$ cat src/core/sbcsm_defines.svh
// timing, field and reset constants of the bank command state machine
`ifndef SBCSM_DEFINES_SVH
`define SBCSM_DEFINES_SVH

`define SBCSM_CLK_MHZ 100
`define SBCSM_NBANK 2
`define SBCSM_ADDR_W 12
`define SBCSM_ROW_W 11
`define SBCSM_COL_W 8
`define SBCSM_DQ_W 16
`define SBCSM_TMR_W 4

`define SBCSM_BANK_BIT 11
`define SBCSM_AP_BIT 10
`define SBCSM_MODE_W 7
`define SBCSM_MODE_BT_BIT 3
`define SBCSM_MODE_CL_LSB 4
`define SBCSM_MODE_RST 7'h20
`define SBCSM_CL3 3'h3

`define SBCSM_TRP_NS 20
`define SBCSM_TDPL_NS 20
`define SBCSM_TRC_NS 70
`define SBCSM_NS2CYC(ns) ((((ns) * `SBCSM_CLK_MHZ) + 999) / 1000)
`define SBCSM_TRP_CYC `SBCSM_NS2CYC(`SBCSM_TRP_NS)
`define SBCSM_TDPL_CYC `SBCSM_NS2CYC(`SBCSM_TDPL_NS)
`define SBCSM_TDAL_CYC (`SBCSM_TDPL_CYC + `SBCSM_TRP_CYC)
`define SBCSM_TRC_CYC `SBCSM_NS2CYC(`SBCSM_TRC_NS)

`endif

$ cat src/core/sbcsm_pkg.sv
// types shared by the bank command state machine
`include "sbcsm_defines.svh"
package sbcsm_pkg;
	typedef enum logic [3:0] {
		ST_IDLE, ST_ACTIVE, ST_READ, ST_READ_AP, ST_WRITE, ST_WRITE_AP,
		ST_WREC, ST_WREC_AP, ST_PRECH, ST_REFRESH
	} sbcsm_state_e;
	typedef enum logic [3:0] {
		CMD_DEVICE_DESELECT_CMD, CMD_NOP, CMD_BST, CMD_READ, CMD_WRITE,
		CMD_ACT, CMD_PRE, CMD_REF, CMD_MRS
	} sbcsm_cmd_e;
	typedef logic [`SBCSM_ROW_W-1:0] sbcsm_row_t;
	typedef logic [`SBCSM_COL_W-1:0] sbcsm_col_t;
	typedef logic [`SBCSM_TMR_W-1:0] sbcsm_timer_t;
	typedef logic [`SBCSM_DQ_W-1:0] sbcsm_data_t;
endpackage

$ cat src/core/sbcsm_sync.sv
// two-flop synchroniser for the pin inputs
`timescale 1ns/1ns
module sbcsm_sync #(
	parameter int WIDTH = 1
) (
	input  wire logic             i_clk,
	input  wire logic             i_rst,
	input  wire logic [WIDTH-1:0] i_d,
	output logic      [WIDTH-1:0] o_q
);
	logic [WIDTH-1:0] meta_q;
	logic [WIDTH-1:0] sync_q;

	always_ff @(posedge i_clk) begin
		if (i_rst) begin
			meta_q <= '0;
			sync_q <= '0;
		end else begin
			meta_q <= i_d;
			sync_q <= meta_q;
		end
	end

	assign o_q = sync_q;
endmodule

$ cat src/core/sbcsm_fifo2.sv
// small valid/ready buffer in flip-flops
`timescale 1ns/1ns
module sbcsm_fifo2 #(
	parameter int WIDTH = 20,
	parameter int DEPTH = 2
) (
	input  wire logic             i_clk,
	input  wire logic             i_rst,
	// fill side
	input  wire logic             i_in_valid,
	output logic                  o_in_ready,
	input  wire logic [WIDTH-1:0] i_in_data,
	// drain side
	output logic                  o_out_valid,
	input  wire logic             i_out_ready,
	output logic      [WIDTH-1:0] o_out_data
);
	localparam int AW = (DEPTH > 1) ? $clog2(DEPTH) : 1;

	logic [WIDTH-1:0] mem_q [DEPTH];
	logic [AW-1:0]    wr_ptr_q;
	logic [AW-1:0]    rd_ptr_q;
	logic [AW:0]      count_q;
	logic             push;
	logic             pop;

	assign o_in_ready  = count_q != (AW+1)'(DEPTH);
	assign o_out_valid = count_q != '0;
	assign o_out_data  = mem_q[rd_ptr_q];
	assign push        = i_in_valid & o_in_ready;
	assign pop         = o_out_valid & i_out_ready;

	always_ff @(posedge i_clk) begin
		if (i_rst) begin
			for (int i = 0; i < DEPTH; i++) begin
				mem_q[i] <= '0;
			end
			wr_ptr_q <= '0;
			rd_ptr_q <= '0;
			count_q  <= '0;
		end else begin
			if (push) begin
				mem_q[wr_ptr_q] <= i_in_data;
				wr_ptr_q <= (wr_ptr_q == AW'(DEPTH - 1)) ? '0 : AW'(wr_ptr_q + 1'b1);
			end
			if (pop) begin
				rd_ptr_q <= (rd_ptr_q == AW'(DEPTH - 1)) ? '0 : AW'(rd_ptr_q + 1'b1);
			end
			if (push && !pop) begin
				count_q <= (AW+1)'(count_q + 1'b1);
			end else if (pop && !push) begin
				count_q <= (AW+1)'(count_q - 1'b1);
			end
		end
	end
endmodule

$ cat src/core/sbcsm_top.sv
// two-bank synchronous dram command state machine with burst engine
// Summary of operation
// RULE_01: idle ignores deselect, no-op, burst stop
// RULE_02: read burst runs out, then row active
// RULE_03: burst stop ends read, row active
// RULE_04: new read restarts read at new column
// RULE_05: write during read starts write burst
// RULE_06: precharge cuts read, bank precharges
// RULE_07: write burst runs out, then recovery
// RULE_08: burst stop ends write, row active
// RULE_09: read during write starts read burst
// RULE_10: new write restarts write at column
// RULE_11: precharge cuts write, bank precharges
// RULE_12: read autoprecharge finishes, then precharges
// RULE_13: idle activate, refresh, mode set; active bursts
// RULE_14: controller avoids illegal command combinations
// RULE_15: read data stops latency after stop
// RULE_16: write autoprecharge finishes, recovery, precharge
// RULE_17: precharged bank idles after precharge time
`timescale 1ns/1ns
`include "sbcsm_defines.svh"
module sbcsm_top
	import sbcsm_pkg::*;
(
	// clock and reset
	input  wire logic                     I_CLK_SYS,
	input  wire logic                     I_RST,
	// command pins
	input  wire logic                     I_CS_N,
	input  wire logic                     I_RAS_N,
	input  wire logic                     I_CAS_N,
	input  wire logic                     I_WE_N,
	input  wire logic                     I_CKE,
	input  wire logic [`SBCSM_ADDR_W-1:0] I_ADDR,
	input  wire logic [`SBCSM_DQ_W-1:0]   I_DQ,
	// read beat stream
	input  wire logic                     I_RD_READY,
	output logic                          O_RD_VALID,
	output logic                          O_RD_BANK,
	output sbcsm_row_t                    O_RD_ROW,
	output sbcsm_col_t                    O_RD_COL,
	// write beat strobe
	output logic                          O_WR_EN,
	output logic                          O_WR_BANK,
	output sbcsm_row_t                    O_WR_ROW,
	output sbcsm_col_t                    O_WR_COL,
	output sbcsm_data_t                   O_WR_DATA,
	// status
	output sbcsm_state_e                  O_BANK0_STATE,
	output sbcsm_state_e                  O_BANK1_STATE,
	output logic [`SBCSM_MODE_W-1:0]      O_MODE,
	output logic                          O_ILLEGAL_CMD,
	output logic                          O_POWER_DOWN,
	output logic                          O_SELF_REFRESH
);
	localparam int NB    = `SBCSM_NBANK;
	localparam int PIN_W = 5 + `SBCSM_ADDR_W + `SBCSM_DQ_W;
	localparam int BEAT_W = 1 + `SBCSM_ROW_W + `SBCSM_COL_W;

	function automatic sbcsm_cmd_e decode_cmd(input logic [3:0] pins);
		sbcsm_cmd_e c;
		c = CMD_DEVICE_DESELECT_CMD;
		if (!pins[3]) begin
			case (pins[2:0])
				3'h7: c = CMD_NOP;
				3'h6: c = CMD_BST;
				3'h5: c = CMD_READ;
				3'h4: c = CMD_WRITE;
				3'h3: c = CMD_ACT;
				3'h2: c = CMD_PRE;
				3'h1: c = CMD_REF;
				3'h0: c = CMD_MRS;
			endcase
		end
		return c;
	endfunction

	function automatic sbcsm_state_e done_state(input sbcsm_state_e s);
		sbcsm_state_e r;
		r = ST_ACTIVE;
		if (s == ST_READ_AP) r = ST_PRECH;
		if (s == ST_WRITE) r = ST_WREC;
		if (s == ST_WRITE_AP) r = ST_WREC_AP;
		return r;
	endfunction

	function automatic sbcsm_timer_t timer_load(input sbcsm_state_e s);
		sbcsm_timer_t t;
		t = '0;
		if (s == ST_PRECH) t = sbcsm_timer_t'(`SBCSM_TRP_CYC - 1);
		if (s == ST_WREC) t = sbcsm_timer_t'(`SBCSM_TDPL_CYC - 1);
		if (s == ST_WREC_AP) t = sbcsm_timer_t'(`SBCSM_TDAL_CYC - 1);
		if (s == ST_REFRESH) t = sbcsm_timer_t'(`SBCSM_TRC_CYC - 1);
		return t;
	endfunction

	function automatic logic [8:0] burst_len(input logic [2:0] code);
		logic [8:0] n;
		case (code)
			3'h0: n = 9'h001;
			3'h1: n = 9'h002;
			3'h2: n = 9'h004;
			3'h3: n = 9'h008;
			default: n = 9'h100;
		endcase
		return n;
	endfunction

	// pin capture
	logic [PIN_W-1:0]          pin_raw;
	logic [PIN_W-1:0]          pin_s;
	logic [3:0]                cmd_pins;
	logic                      cke_s;
	logic [`SBCSM_ADDR_W-1:0]  addr_s;
	sbcsm_data_t               dq_s;

	assign pin_raw = {I_CS_N, I_RAS_N, I_CAS_N, I_WE_N, I_CKE, I_ADDR, I_DQ};

	sbcsm_sync #(
		.WIDTH (PIN_W)
	) u_sync (
		.i_clk (I_CLK_SYS),
		.i_rst (I_RST),
		.i_d   (pin_raw),
		.o_q   (pin_s)
	);

	assign {cmd_pins, cke_s, addr_s, dq_s} = pin_s;

	// global state
	logic                      cke_prev_q;
	logic [`SBCSM_MODE_W-1:0]  mode_q;
	logic                      self_q;
	logic                      pdown_q;
	logic                      illegal_q;
	sbcsm_state_e              st_v [NB];
	sbcsm_row_t                row_v [NB];
	logic [NB-1:0]             idle_v;
	logic [NB-1:0]             ap_v;
	logic [NB-1:0]             bok_v;
	logic [NB-1:0]             ill_v;

	// command decode; clock enable low at n-1 masks the command
	sbcsm_cmd_e                cmd;
	logic                      suspend;
	logic                      cmd_bank;
	logic                      cmd_ap;
	logic                      is_rd;
	logic                      is_wr;
	logic                      is_rm;
	logic                      all_idle;
	logic                      ap_busy;
	logic                      start;
	logic                      stop;
	sbcsm_state_e              start_st;

	assign cmd      = cke_prev_q ? decode_cmd(cmd_pins) : CMD_DEVICE_DESELECT_CMD;
	assign suspend  = ~cke_prev_q;
	assign cmd_bank = addr_s[`SBCSM_BANK_BIT];
	assign cmd_ap   = addr_s[`SBCSM_AP_BIT];
	assign is_rd    = cmd == CMD_READ;
	assign is_wr    = cmd == CMD_WRITE;
	assign is_rm    = (cmd == CMD_REF) | (cmd == CMD_MRS);
	assign all_idle = &idle_v;
	assign ap_busy  = |ap_v;

	// burst engine, one burst on the data bus at a time
	logic                      bur_act_q;
	logic                      bur_wr_q;
	logic                      bur_bank_q;
	sbcsm_col_t                bur_base_q;
	sbcsm_col_t                bur_cnt_q;
	logic [8:0]                bur_left_q;
	logic                      e_act;
	logic                      e_wr;
	logic                      e_bank;
	sbcsm_col_t                e_base;
	sbcsm_col_t                e_cnt;
	logic [8:0]                e_left;
	sbcsm_col_t                e_mask;
	sbcsm_col_t                e_off;
	sbcsm_col_t                beat_col;
	logic                      full_page;
	logic                      stall;
	logic                      issue;
	logic                      last;

	assign start = (is_rd | is_wr) & bok_v[cmd_bank] & ~ap_busy; // RULE_04 RULE_05 RULE_09 RULE_10
	assign stop  = bur_act_q & ~ap_busy &
		((cmd == CMD_BST) | ((cmd == CMD_PRE) & (cmd_ap | (cmd_bank == bur_bank_q)))); // RULE_03 RULE_06 RULE_08 RULE_11
	assign start_st = done_state(ST_READ);

	assign e_act     = start | (bur_act_q & ~stop);
	assign e_wr      = start ? is_wr : bur_wr_q;
	assign e_bank    = start ? cmd_bank : bur_bank_q;
	assign e_base    = start ? addr_s[`SBCSM_COL_W-1:0] : bur_base_q;
	assign e_cnt     = start ? '0 : bur_cnt_q;
	assign e_left    = start ? burst_len(mode_q[2:0]) : bur_left_q;
	assign full_page = mode_q[2:0] == 3'h7;
	assign e_mask    = full_page ? 8'hff : sbcsm_col_t'(burst_len(mode_q[2:0]) - 9'h001);
	assign e_off     = mode_q[`SBCSM_MODE_BT_BIT] ? (e_base ^ e_cnt)
		: sbcsm_col_t'(e_base + e_cnt);
	assign beat_col  = (e_base & ~e_mask) | (e_off & e_mask);
	assign issue     = e_act & ~suspend & ~(~e_wr & stall);
	assign last      = issue & ~full_page & (e_left == 9'h001); // RULE_02 RULE_07 RULE_12 RULE_16

	// read latency pipe; a cut burst stops feeding it, so data ceases after the latency
	logic [1:0]                pipe_v_q;
	logic [BEAT_W-1:0]         pipe_p_q [2];
	logic                      cl3;
	logic                      pipe_out_v;
	logic [BEAT_W-1:0]         pipe_out_p;
	logic                      fifo_in_ready;
	logic [BEAT_W-1:0]         rd_beat;

	assign cl3        = mode_q[`SBCSM_MODE_CL_LSB +: 3] == `SBCSM_CL3;
	assign pipe_out_v = cl3 ? pipe_v_q[1] : pipe_v_q[0]; // RULE_15
	assign pipe_out_p = cl3 ? pipe_p_q[1] : pipe_p_q[0];
	assign stall      = pipe_out_v & ~fifo_in_ready;

	sbcsm_fifo2 #(
		.WIDTH (BEAT_W),
		.DEPTH (2)
	) u_fifo (
		.i_clk       (I_CLK_SYS),
		.i_rst       (I_RST),
		.i_in_valid  (pipe_out_v & ~suspend),
		.o_in_ready  (fifo_in_ready),
		.i_in_data   (pipe_out_p),
		.o_out_valid (O_RD_VALID),
		.i_out_ready (I_RD_READY),
		.o_out_data  (rd_beat)
	);

	assign {O_RD_BANK, O_RD_ROW, O_RD_COL} = rd_beat;

	always_ff @(posedge I_CLK_SYS) begin
		if (I_RST) begin
			pipe_v_q    <= '0;
			pipe_p_q[0] <= '0;
			pipe_p_q[1] <= '0;
		end else if (!stall && !suspend) begin
			pipe_v_q    <= {pipe_v_q[0], issue & ~e_wr};
			pipe_p_q[0] <= {e_bank, row_v[e_bank], beat_col};
			pipe_p_q[1] <= pipe_p_q[0];
		end
	end

	always_ff @(posedge I_CLK_SYS) begin
		if (I_RST) begin
			bur_act_q  <= 1'b0;
			bur_wr_q   <= 1'b0;
			bur_bank_q <= 1'b0;
			bur_base_q <= '0;
			bur_cnt_q  <= '0;
			bur_left_q <= '0;
		end else if (!suspend) begin
			bur_act_q  <= e_act & ~last;
			bur_wr_q   <= e_wr;
			bur_bank_q <= e_bank;
			bur_base_q <= e_base;
			bur_cnt_q  <= issue ? sbcsm_col_t'(e_cnt + 8'h01) : e_cnt;
			bur_left_q <= issue ? 9'(e_left - 9'h001) : e_left;
		end
	end

	// write beats carry the data sampled in their own beat cycle
	always_ff @(posedge I_CLK_SYS) begin
		if (I_RST) begin
			O_WR_EN   <= 1'b0;
			O_WR_BANK <= 1'b0;
			O_WR_ROW  <= '0;
			O_WR_COL  <= '0;
			O_WR_DATA <= '0;
		end else begin
			O_WR_EN   <= issue & e_wr;
			O_WR_BANK <= e_bank;
			O_WR_ROW  <= row_v[e_bank];
			O_WR_COL  <= beat_col;
			O_WR_DATA <= dq_s;
		end
	end

	// per-bank state machines
	for (genvar b = 0; b < NB; b++) begin : g_bank
		sbcsm_state_e  st_q;
		sbcsm_state_e  st_d;
		sbcsm_state_e  burst_st;
		sbcsm_timer_t  tmr_q;
		sbcsm_timer_t  tmr_d;
		sbcsm_row_t    row_q;
		logic          hit;
		logic          pre_hit;
		logic          mine_done;
		logic          ill;

		assign hit       = cmd_bank == 1'(b);
		assign pre_hit   = (cmd == CMD_PRE) & (cmd_ap | hit);
		assign mine_done = last & (e_bank == 1'(b));
		assign burst_st  = is_wr ? (cmd_ap ? ST_WRITE_AP : ST_WRITE)
			: (cmd_ap ? ST_READ_AP : ST_READ);
		assign idle_v[b] = st_q == ST_IDLE;
		assign ap_v[b]   = (st_q == ST_READ_AP) | (st_q == ST_WRITE_AP);
		assign bok_v[b]  = (st_q == ST_ACTIVE) | (st_q == ST_READ) | (st_q == ST_WRITE)
			| (st_q == ST_WREC);
		assign ill_v[b]  = ill;
		assign st_v[b]   = st_q;
		assign row_v[b]  = row_q;

		always_comb begin
			st_d = st_q;
			ill  = 1'b0;
			unique case (st_q)
				ST_IDLE: begin
					if (cmd == CMD_ACT && hit) begin
						st_d = ST_ACTIVE; // RULE_13
					end else if (cmd == CMD_REF && all_idle) begin
						st_d = ST_REFRESH; // RULE_13
					end else begin
						ill = ((is_rd | is_wr) & hit) | (is_rm & ~all_idle); // RULE_01 RULE_14
					end
				end
				ST_ACTIVE, ST_WREC: begin
					if (start && hit) begin
						st_d = mine_done ? done_state(burst_st) : burst_st; // RULE_13
					end else if (st_q == ST_WREC && tmr_q == '0) begin
						st_d = ST_ACTIVE;
					end else if (st_q == ST_ACTIVE && pre_hit) begin
						st_d = ST_PRECH; // RULE_13
					end else begin
						ill = ((cmd == CMD_ACT) & hit) | is_rm
							| ((st_q == ST_WREC) & pre_hit); // RULE_14
					end
				end
				ST_READ, ST_WRITE: begin
					if (start && hit) begin
						st_d = mine_done ? done_state(burst_st) : burst_st; // RULE_04 RULE_05 RULE_09 RULE_10
					end else if (start) begin
						st_d = (st_q == ST_WRITE) ? ST_WREC : start_st;
					end else if (pre_hit) begin
						st_d = ST_PRECH; // RULE_06 RULE_11
					end else if (cmd == CMD_BST) begin
						st_d = ST_ACTIVE; // RULE_03 RULE_08
					end else if (mine_done) begin
						st_d = done_state(st_q); // RULE_02 RULE_07
					end else begin
						ill = ((cmd == CMD_ACT) & hit) | is_rm; // RULE_14
					end
				end
				ST_READ_AP, ST_WRITE_AP: begin
					if (mine_done) begin
						st_d = done_state(st_q); // RULE_12 RULE_16
					end
					ill = (cmd != CMD_DEVICE_DESELECT_CMD) & (cmd != CMD_NOP); // RULE_14
				end
				ST_PRECH, ST_WREC_AP: begin
					if (tmr_q == '0) begin
						st_d = ST_IDLE; // RULE_16 RULE_17
					end
					ill = ((is_rd | is_wr | (cmd == CMD_ACT)) & hit) | is_rm;
				end
				ST_REFRESH: begin
					if (!self_q && tmr_q == '0) begin
						st_d = ST_IDLE;
					end
					ill = (cmd != CMD_DEVICE_DESELECT_CMD) & (cmd != CMD_NOP) & (cmd != CMD_BST);
				end
				default: begin
					st_d = ST_IDLE;
				end
			endcase
		end

		// timers reload on every state change and reload every cycle while self refreshing
		assign tmr_d = (st_d != st_q || self_q) ? timer_load(st_d)
			: ((tmr_q != '0) ? sbcsm_timer_t'(tmr_q - 4'h1) : tmr_q); // RULE_17

		always_ff @(posedge I_CLK_SYS) begin
			if (I_RST) begin
				st_q  <= ST_IDLE;
				tmr_q <= '0;
				row_q <= '0;
			end else if (!suspend) begin
				st_q  <= st_d;
				tmr_q <= tmr_d;
				if (st_q == ST_IDLE && cmd == CMD_ACT && hit) begin
					row_q <= addr_s[`SBCSM_ROW_W-1:0];
				end
			end
		end
	end

	// mode, refresh and power state
	always_ff @(posedge I_CLK_SYS) begin
		if (I_RST) begin
			cke_prev_q <= 1'b0;
			mode_q     <= `SBCSM_MODE_RST;
			self_q     <= 1'b0;
			pdown_q    <= 1'b0;
			illegal_q  <= 1'b0;
		end else begin
			cke_prev_q <= cke_s;
			if (cmd == CMD_MRS && all_idle) begin
				mode_q <= addr_s[`SBCSM_MODE_W-1:0]; // RULE_13
			end
			if (!self_q && cmd == CMD_REF && all_idle && !cke_s) begin
				self_q <= 1'b1; // RULE_13
			end else if (self_q && cke_s) begin
				self_q <= 1'b0;
			end
			pdown_q   <= all_idle & ~cke_s & ~self_q; // RULE_01
			illegal_q <= |ill_v;
		end
	end

	assign O_BANK0_STATE  = st_v[0];
	assign O_BANK1_STATE  = st_v[1];
	assign O_MODE         = mode_q;
	assign O_ILLEGAL_CMD  = illegal_q;
	assign O_POWER_DOWN   = pdown_q;
	assign O_SELF_REFRESH = self_q;
endmodule

$ cat config.mk
export PLATFORM = sky130hd
export DESIGN_NAME = sbcsm_top
export DESIGN_NICKNAME = d
export VERILOG_FILES = /design/src/core/sbcsm_pkg.sv /design/src/core/sbcsm_sync.sv /design/src/core/sbcsm_fifo2.sv /design/src/core/sbcsm_top.sv
export VERILOG_INCLUDE_DIRS = /design/src /design/src/core
export SDC_FILE = /design/constraint.sdc
export NUM_CORES = 1
export LEC_CHECK = 0
export ABC_AREA = 1
export BUFFER_PORTS_ARGS = -buffer_cell sky130_fd_sc_hd__buf_2
export CAP_MARGIN = 20
export CELL_PAD_IN_SITES_DETAIL_PLACEMENT = 0
export CELL_PAD_IN_SITES_GLOBAL_PLACEMENT = 1
export CORE_ASPECT_RATIO = 0.7
export CORE_MARGIN = 8
export CORE_UTILIZATION = 46
export CTS_BUF_LIST = sky130_fd_sc_hd__clkbuf_8
export DETAILED_ROUTE_END_ITERATION = 7
export GPL_TIMING_DRIVEN = 0
export PLACE_DENSITY = 0.82
export SLEW_MARGIN = 20
export SYNTH_ARGS = -nofsm -noshare
export SYNTH_HDL_FRONTEND = slang
export SYNTH_SLANG_ARGS = --single-unit
$ cat constraint.sdc
create_clock -name I_CLK_SYS -period 5.1 [get_ports I_CLK_SYS]
set_input_delay 0.255 -clock I_CLK_SYS [delete_from_list [all_inputs] [get_ports I_CLK_SYS]]
set_output_delay 0.255 -clock I_CLK_SYS [all_outputs]
set_load 0.02 [all_outputs]
==> out/qor.yml, run 1 <==
status: "finished, final reports clean"
portBuffers: 111
rows: 49
timing.hold.ws_ps: 50.3
power_density_mw_per_mm2: 312
worstPathRequired_ps: 5570
min_path_type: "input pin to flop"
syn_inst: 1491
switching_share_pct: 24.9
min_to: "u_fifo.rd_ptr_q"
grt_pass1_wl_um: 51800
clk_path_buf_depth: 3
die_area_sq_mm: 0.0315
synth-seq-cells: 268
grt_max_degree: 23
synth_area_sq_mm: 0.0119
synth_ff_type: "dfxtp_1"
cts_setup_buffers: 0
grtUsageTotal_pct: 20.8
grt_pass1_vias: 9467
max_freq_mhz: 216
fillers: 2465
leakage_nw: 6.64
antenna_found_initial: 0
cts.htree.levels: 2
rrSetupSlack_ps: 470
dp_hpwl_um: 24300
ys_seq_area_share_pct: 51.6
hold_violations: 0
overflow: 0
drt_iter0_drc: 678
final_common_cell: "nor2_1"
synth.net_count: 1547
post_drt_wl_per_cell_um: 16.1
slew_violations: 0
viasPerCell: 4.91
seq_power_share_pct: 51.9
avgSynthCellArea_sq_um: 8.01
maxCapViolCount: 0
cp-start-kind: "flop"
p_int_w: 0.00330
crit_type: "flop to flop"
nNetsFinal: 1737
final_cell_mix: "296 x nor2_1, 238 x inv_1, 237 x nand2_1"
power.switching_w: 0.00110
r2r_end: "O_WR_COL[6]"
r2r-start: "O_BANK0_STATE[3]"
cts-root-buf: "clkbuf_8"
clock_power_share_pct: 40.6
io_pins: 112
die_w_um: 209
fin_crit_sh_pct: 90.7
crit_arrival_ps: 5100
area_growth_pct: 18.2
clock_sinks: 268
rsz0062_at_grt: "false"
antenna_cells: 0
numCtsBuffers: 43
finalCriticalPeriod_ps: 4630
vias: 10100
synthArstFlopShare_pct: 0
pwr-share-comb_pct: 7.5
clkTransAtPathRegs_ps: 60
r2r_cells: 22
yosysWarnings: 0
gp_congestion: 0.925
worst_pin_slew_ps: 892
drive_gt1_share_pct: 15.3
setup_viol: 0
hp-start: "I_RD_READY"
place_area_sq_mm: 0.0130
ant_nets: 0
synth_cell_types: 52
min_path_cells: 3
worst_setup_path_end_kind: "flop"
maxSlewHeadroom_pct: 40.5
core-area_sq_mm: 0.0256
start_util_pct: 46.6
routed_wl_um: 32900
cts_tree: "yes"
peakVddDrop_uv: 253
insertion_delay_ps: 570
final_cell_area_sq_mm: 0.0141
clock_skew_ps: 24.4
synth_edf_count: 80
die_h_um: 151
cp_max_fo: 17
drc: 0
first_pass_iters: 5
## Yosys cell counts (all sizes together), types with 3 or more instances
cell / instances / area, sq um
a211oi: 4 / 30.0
a21oi: 62 / 322
a31oi: 5 / 31.3
buf: 11 / 78.8
clkbuf: 41 / 154
clkinv: 5 / 18.8
dfxtp: 188 / 3760
edfxtp: 80 / 2400
ha: 19 / 238
inv: 228 / 856
mux2: 21 / 236
nand2: 263 / 1080
nand3: 75 / 430
nand4: 18 / 128
nor2: 308 / 1220
nor3: 16 / 80.1
nor4: 4 / 25.0
o21ai: 105 / 529
o22ai: 3 / 18.8
xor2: 11 / 96.3
## how the worst max path moves through the flow
stage	startpoint	to	slack [ps]
2_1_floorplan	O_MODE[5]	pipe_p_q[0][0]	700
3_3_place_gp	O_MODE[5]	pipe_p_q[0][37]	-490
3_5_place_dp	O_BANK0_STATE[0]	O_WR_COL[6]	390
4_1_cts	O_BANK0_STATE[0]	O_WR_COL[6]	350
5_1_grt	O_BANK0_STATE[3]	pipe_p_q[0][7]	20
6_report	O_BANK0_STATE[3]	O_WR_COL[6]	470
## layout make-up
| type | count | area, sq um | share of cell area, % |
|---|---|---|---|
| Tap cell | 331 | 414 | 2.93 |
| Inverter | 233 | 875 | 6.20 |
| Buffer | 51 | 229 | 1.62 |
| Timing Repair Buffer | 146 | 923 | 6.54 |
| Multi-Input combinational cell | 938 | 4680 | 33.2 |
| Clock inverter | 30 | 154 | 1.09 |
| Clock buffer | 49 | 674 | 4.78 |
| Sequential cell | 268 | 6170 | 43.7 |
## power groups by stage
stage | Sequential [W] | Clock [W] | Combinational [W]
floorplan | 0.00233 | 0 | 0.000195
global placement | 0.00233 | 0 | 0.000303
detailed placement | 0.00233 | 0 | 0.000309
CTS | 0.00228 | 0.00183 | 0.000331
global route | 0.00229 | 0.00192 | 0.000370
finish | 0.00228 | 0.00178 | 0.000331
## state kept, by name, indices dropped and copies added, names as in the netlist, 2 cells and up, named ones only
name	count
O_WR_DATA	16
bur_cnt_q	8
O_BANK1_STATE	4
pipe_v_q	2
g_bank.tmr_q	8
O_WR_ROW	11
u_sync.meta_q	33
O_BANK0_STATE	4
u_fifo.count_q	2
O_WR_COL	8
u_fifo.mem_q	40
bur_left_q	9
g_bank.row_q	22
pipe_p_q	40
O_MODE	7
bur_base_q	8
u_sync.o_q	30
## routing by layer
layer | part of all wire (%) | up-vias | global-route usage [%] | wire length [um]
met4 | 1.4 | 0 | 5.24 | 461
met5 | 0 | - | 0 | 0
li1 | - | 5125 | - | -
met1 | 51 | 4555 | 31.5 | 16800
met2 | 39 | 328 | 29.1 | 12900
met3 | 8.1 | 42 | 5.19 | 2670
## critical path, cell delays in order (launching register included)
cell and delay [ps]:
dfxtp_1 490, inv_2 140, nand2_4 110, inv_1 40, nand2_1 50, nand2_1 190
nor2_4 310, nand4_4 360, inv_2 210, clkbuf_1 440, nand2_1 140, nand2_1 150
ha_1 190, inv_1 50, fa_1 370, o21ai_0 270, a21oi_1 110, nor2_1 90
o21ai_0 90, xor2_1 160, nand2_1 60, o21ai_0 210, nor2_1 280
## metrics by stage
stage                     total power, W  TNS, ps  worst slack [ps]  cells  util [%]
after global routing             0.00458        0              22.7   2046      55.1
final                            0.00440        0               472   2046      55.1
after CTS                        0.00444        0               352   2047      55.1
after floorplan                  0.00253        0               701   1491         -
after global placement           0.00263   -20440              -492   1933      50.4
after detailed placement         0.00264        0               387   1934      50.5
## what timing repair did
action,in CTS,in global routing
hold buffers,34,0
gates resized for setup,0,0
setup endpoints to repair,0,7
hold endpoints to repair,34,0
## cell families after synthesis
| group | after synthesis | share of synthesized area [%] |
|---|---|---|
| multiplexers | 22 | 2.06 |
| adder cells (fa/ha/maj) | 20 | 2.16 |
| buffers and inverters | 285 | 9.27 |
| AND/OR/NAND/NOR | 689 | 25.1 |
| XOR/XNOR | 12 | 0.880 |
| flip-flops | 268 | 51.6 |
| AO/OA/AOI/OAI | 195 | 8.91 |
Note: power is estimated with default switching activity, not from simulation.
==> inputs of run 2 (changes only) <==
--- a/config.mk
+++ b/config.mk
@@ -18,6 +18,7 @@
 export DETAILED_ROUTE_END_ITERATION = 7
 export GPL_TIMING_DRIVEN = 0
 export PLACE_DENSITY = 0.82
+export REMOVE_ABC_BUFFERS = 1
 export SLEW_MARGIN = 20
 export SYNTH_ARGS = -nofsm -noshare
 export SYNTH_HDL_FRONTEND = slang
==> constraint.sdc (replaced) <==
create_clock -name I_CLK_SYS -period 5.1 [get_ports I_CLK_SYS]
set_input_delay 0.51 -clock I_CLK_SYS [delete_from_list [all_inputs] [get_ports I_CLK_SYS]]
set_output_delay 0.51 -clock I_CLK_SYS [all_outputs]
set_load 0.02 [all_outputs]
==> run 2 against run 1 <==
Against the previous run:
- largest power group unchanged
- critical endpoint is now g_bank[1].tmr_q[2]
- power grew 1.6%
- design area decreased by 2.7%
- fmax fell by 0.95%
- largest cell class unchanged
- first-iteration DRC count up 17%
- via count fell by 4.1%
- routed wire length down 13%
- sequential cell count unchanged
==> out/qor.yml, run 2 (synthesis results as in run 1) <==
crit_type: "flop to flop"
drt-met1-wl_um: 14800  # -12%
numCtsBuffers: 42  # -2.3%
clock_skew_ps: 35.5  # +11.1 ps
critical_path.most_common_cell: "nand2_1"
viasPerCell: 4.91  # -0.12%
die_w_um: 209  # unchanged
worst_pin_slew_ps: 980  # +88.3 ps
timing.hold.ws_ps: 152  # +102 ps
drive_gt1_share_pct: 16.2  # +0.89 points
antenna_cells: 0  # unchanged
seqCellArea_sq_mm: 0.00617  # about the same
clk_path_buf_depth: 3  # unchanged
cts.htree.levels: 2  # unchanged
portBuffers: 111  # unchanged
min_path_cells: 3  # unchanged
power_density_mw_per_mm2: 325  # +4.4%
maxCapViolCount: 0  # unchanged
placed_cells_incl_taps: 1885  # -2.5%
grt_max_degree: 75  # +230%
wl_met2_um: 11800  # -8.2%
final_cell_mix: "296 x nor2_1, 237 x nand2_1, 232 x inv_1"
fin_crit_sh_pct: 91.6  # +0.87 points
insertion_delay_ps: 580  # about the same
cts_tree: "yes"
overflow: 0  # unchanged
leakage_nw: 6.45  # -2.9%
top_layer: "met4"
area_growth_pct: 15.0
status: "finished, final reports clean"
p_int_w: 0.00339  # +2.6%
worstPathRequired_ps: 5540  # -30 ps
gp_congestion: 0.934  # +1.0%
dp_hpwl_um: 19800  # -19%
peakVddDrop_uv: 223  # -12%
grt_pass1_vias: 8866  # -6.3%
slew_violations: 0  # unchanged
power.switching_w: 0.00108  # -1.6%
cts-root-buf: "clkbuf_8"
drc: 0  # unchanged
hold_violations: 0  # unchanged
die_area_sq_mm: 0.0315  # unchanged
setup_viol: 0  # unchanged
worst_setup_path_end_kind: "flop"
die_h_um: 151  # unchanged
power_w: 0.00447  # +1.6%
core-area_sq_mm: 0.0256  # unchanged
ant_nets: 0  # unchanged
routed_wl_um: 28700  # -13%
final_common_cell: "nor2_1"
drt_iter0_drc: 790  # +17%
start_util_pct: 46.6  # unchanged
clock_sinks: 268  # unchanged
maxSlewHeadroom_pct: 34.4  # -6.1 points
post_drt_wl_per_cell_um: 14.6  # -9.1%
nNetsFinal: 1656  # -4.7%
instances_no_fill: 1964  # -4.0%
switching_share_pct: 24.2  # -0.77 points
ctsHoldBuffers: 0  # -100%
cp_max_fo: 14  # -3
wl_met3_um: 1670  # -37%
grtUsageTotal_pct: 18.0  # -2.9 points
finalCriticalPeriod_ps: 4670  # +44.6 ps
slowest_delay_ps: 570  # +80 ps
min_path_type: "input pin to flop"
cp-start-kind: "flop"
antenna_found_initial: 0  # unchanged
clock_power_share_pct: 42.3  # +1.7 points
r2r_cells: 29  # +32%
io_pins: 112  # unchanged
seq_power_share_pct: 51.3  # -0.6 points
first_pass_iters: 5  # unchanged
final_util_pct: 53.6  # -1.5 points
pwr-share-comb_pct: 6.4  # -1.1 points
multi_input_area_sq_mm: 0.00471  # +0.61%
vias: 9636  # -4.1%
clkTransAtPathRegs_ps: 60  # about the same
crit_arrival_ps: 5110  # about the same
cpMaxStageDelayCell: "dfxtp_1"
grt_pass1_wl_um: 46200  # -11%
rows: 49  # unchanged
largestRegisters: "pipe_p_q (40), u_fifo.mem_q (40), u_sync.meta_q (33)"
max_freq_mhz: 214  # -0.95%
fillers: 2477  # +0.49%
## run 2: cell types whose count changed in the layout (fill, tap and decap cells not counted), moves of 3 or more
cell and change:
buf_2 -4, clkinv_2 -3, buf_6 -3, inv_1 -6
dlygate4sd3_1 -34, clkbuf_1 -40, buf_1 -3
## run 2: timing repair
action	in CTS	in global routing
endpoints found under the setup margin	4	8
resized for setup	1	3
pin swaps	0	2
cloned	0	1
buffers inserted	0	1
## run 2: worst paths after layout
path,slack (ps),to,startpoint
worst min-delay path,150,u_sync.meta_q[9],I_DQ[9]
worst max-delay path,430,g_bank[1].tmr_q[2],O_BANK1_STATE[0]
worst max register to register,430,g_bank[1].tmr_q[2],O_BANK1_STATE[0]
worst min register to register,390,u_sync.o_q[16],u_sync.meta_q[16]
## run 2: metrics by stage
| stage | setup TNS, ps | worst slack [ps] | instance area, sq um |
|---|---|---|---|
| final | 0 | 428 | 13700 |
| after CTS | 0 | 120 | 13700 |
| after floorplan | 0 | 42.4 | 11700 |
| after detailed placement | -363 | -123 | 12800 |
| after global placement | -275640 | -2710 | 12700 |
| after global routing | -4.15 | -4.15 | 13700 |
## run 2: per-layer routing
layer,track usage [%],up-vias
met5,0,-
met4,5.02,0
met3,3.87,30
met2,26.3,254
met1,26.5,4383
li1,-,4969
## run 2: final cells by class
class / count / area share, %
sequential: 268 / 44.9
multi-input combinational: 939 / 34.3
inverter: 233 / 6.40
clock buffer: 49 / 4.91
timing repair buffer: 116 / 4.89
tap: 331 / 3.02
clock inverter: 28 / 1.55
## run 2: worst max-delay path, delay by kind of cell, from the launching register on
| family | cells | cell delay [ps] |
|---|---|---|
| compound gates | 1 | 240 |
| fa+ha+maj | 1 | 200 |
| buf+inv | 5 | 740 |
| flops | 1 | 570 |
| simple gates | 22 | 2780 |
## run 2: power groups by stage
stage | combinational [W] | sequential, W | clock (W)
after floorplan | 0.000172 | 0.00234 | 0
after global placement | 0.000275 | 0.00234 | 0
after detailed placement | 0.000284 | 0.00234 | 0
after CTS | 0.000286 | 0.00229 | 0.00196
after global routing | 0.000320 | 0.00230 | 0.00206
final | 0.000285 | 0.00229 | 0.00189
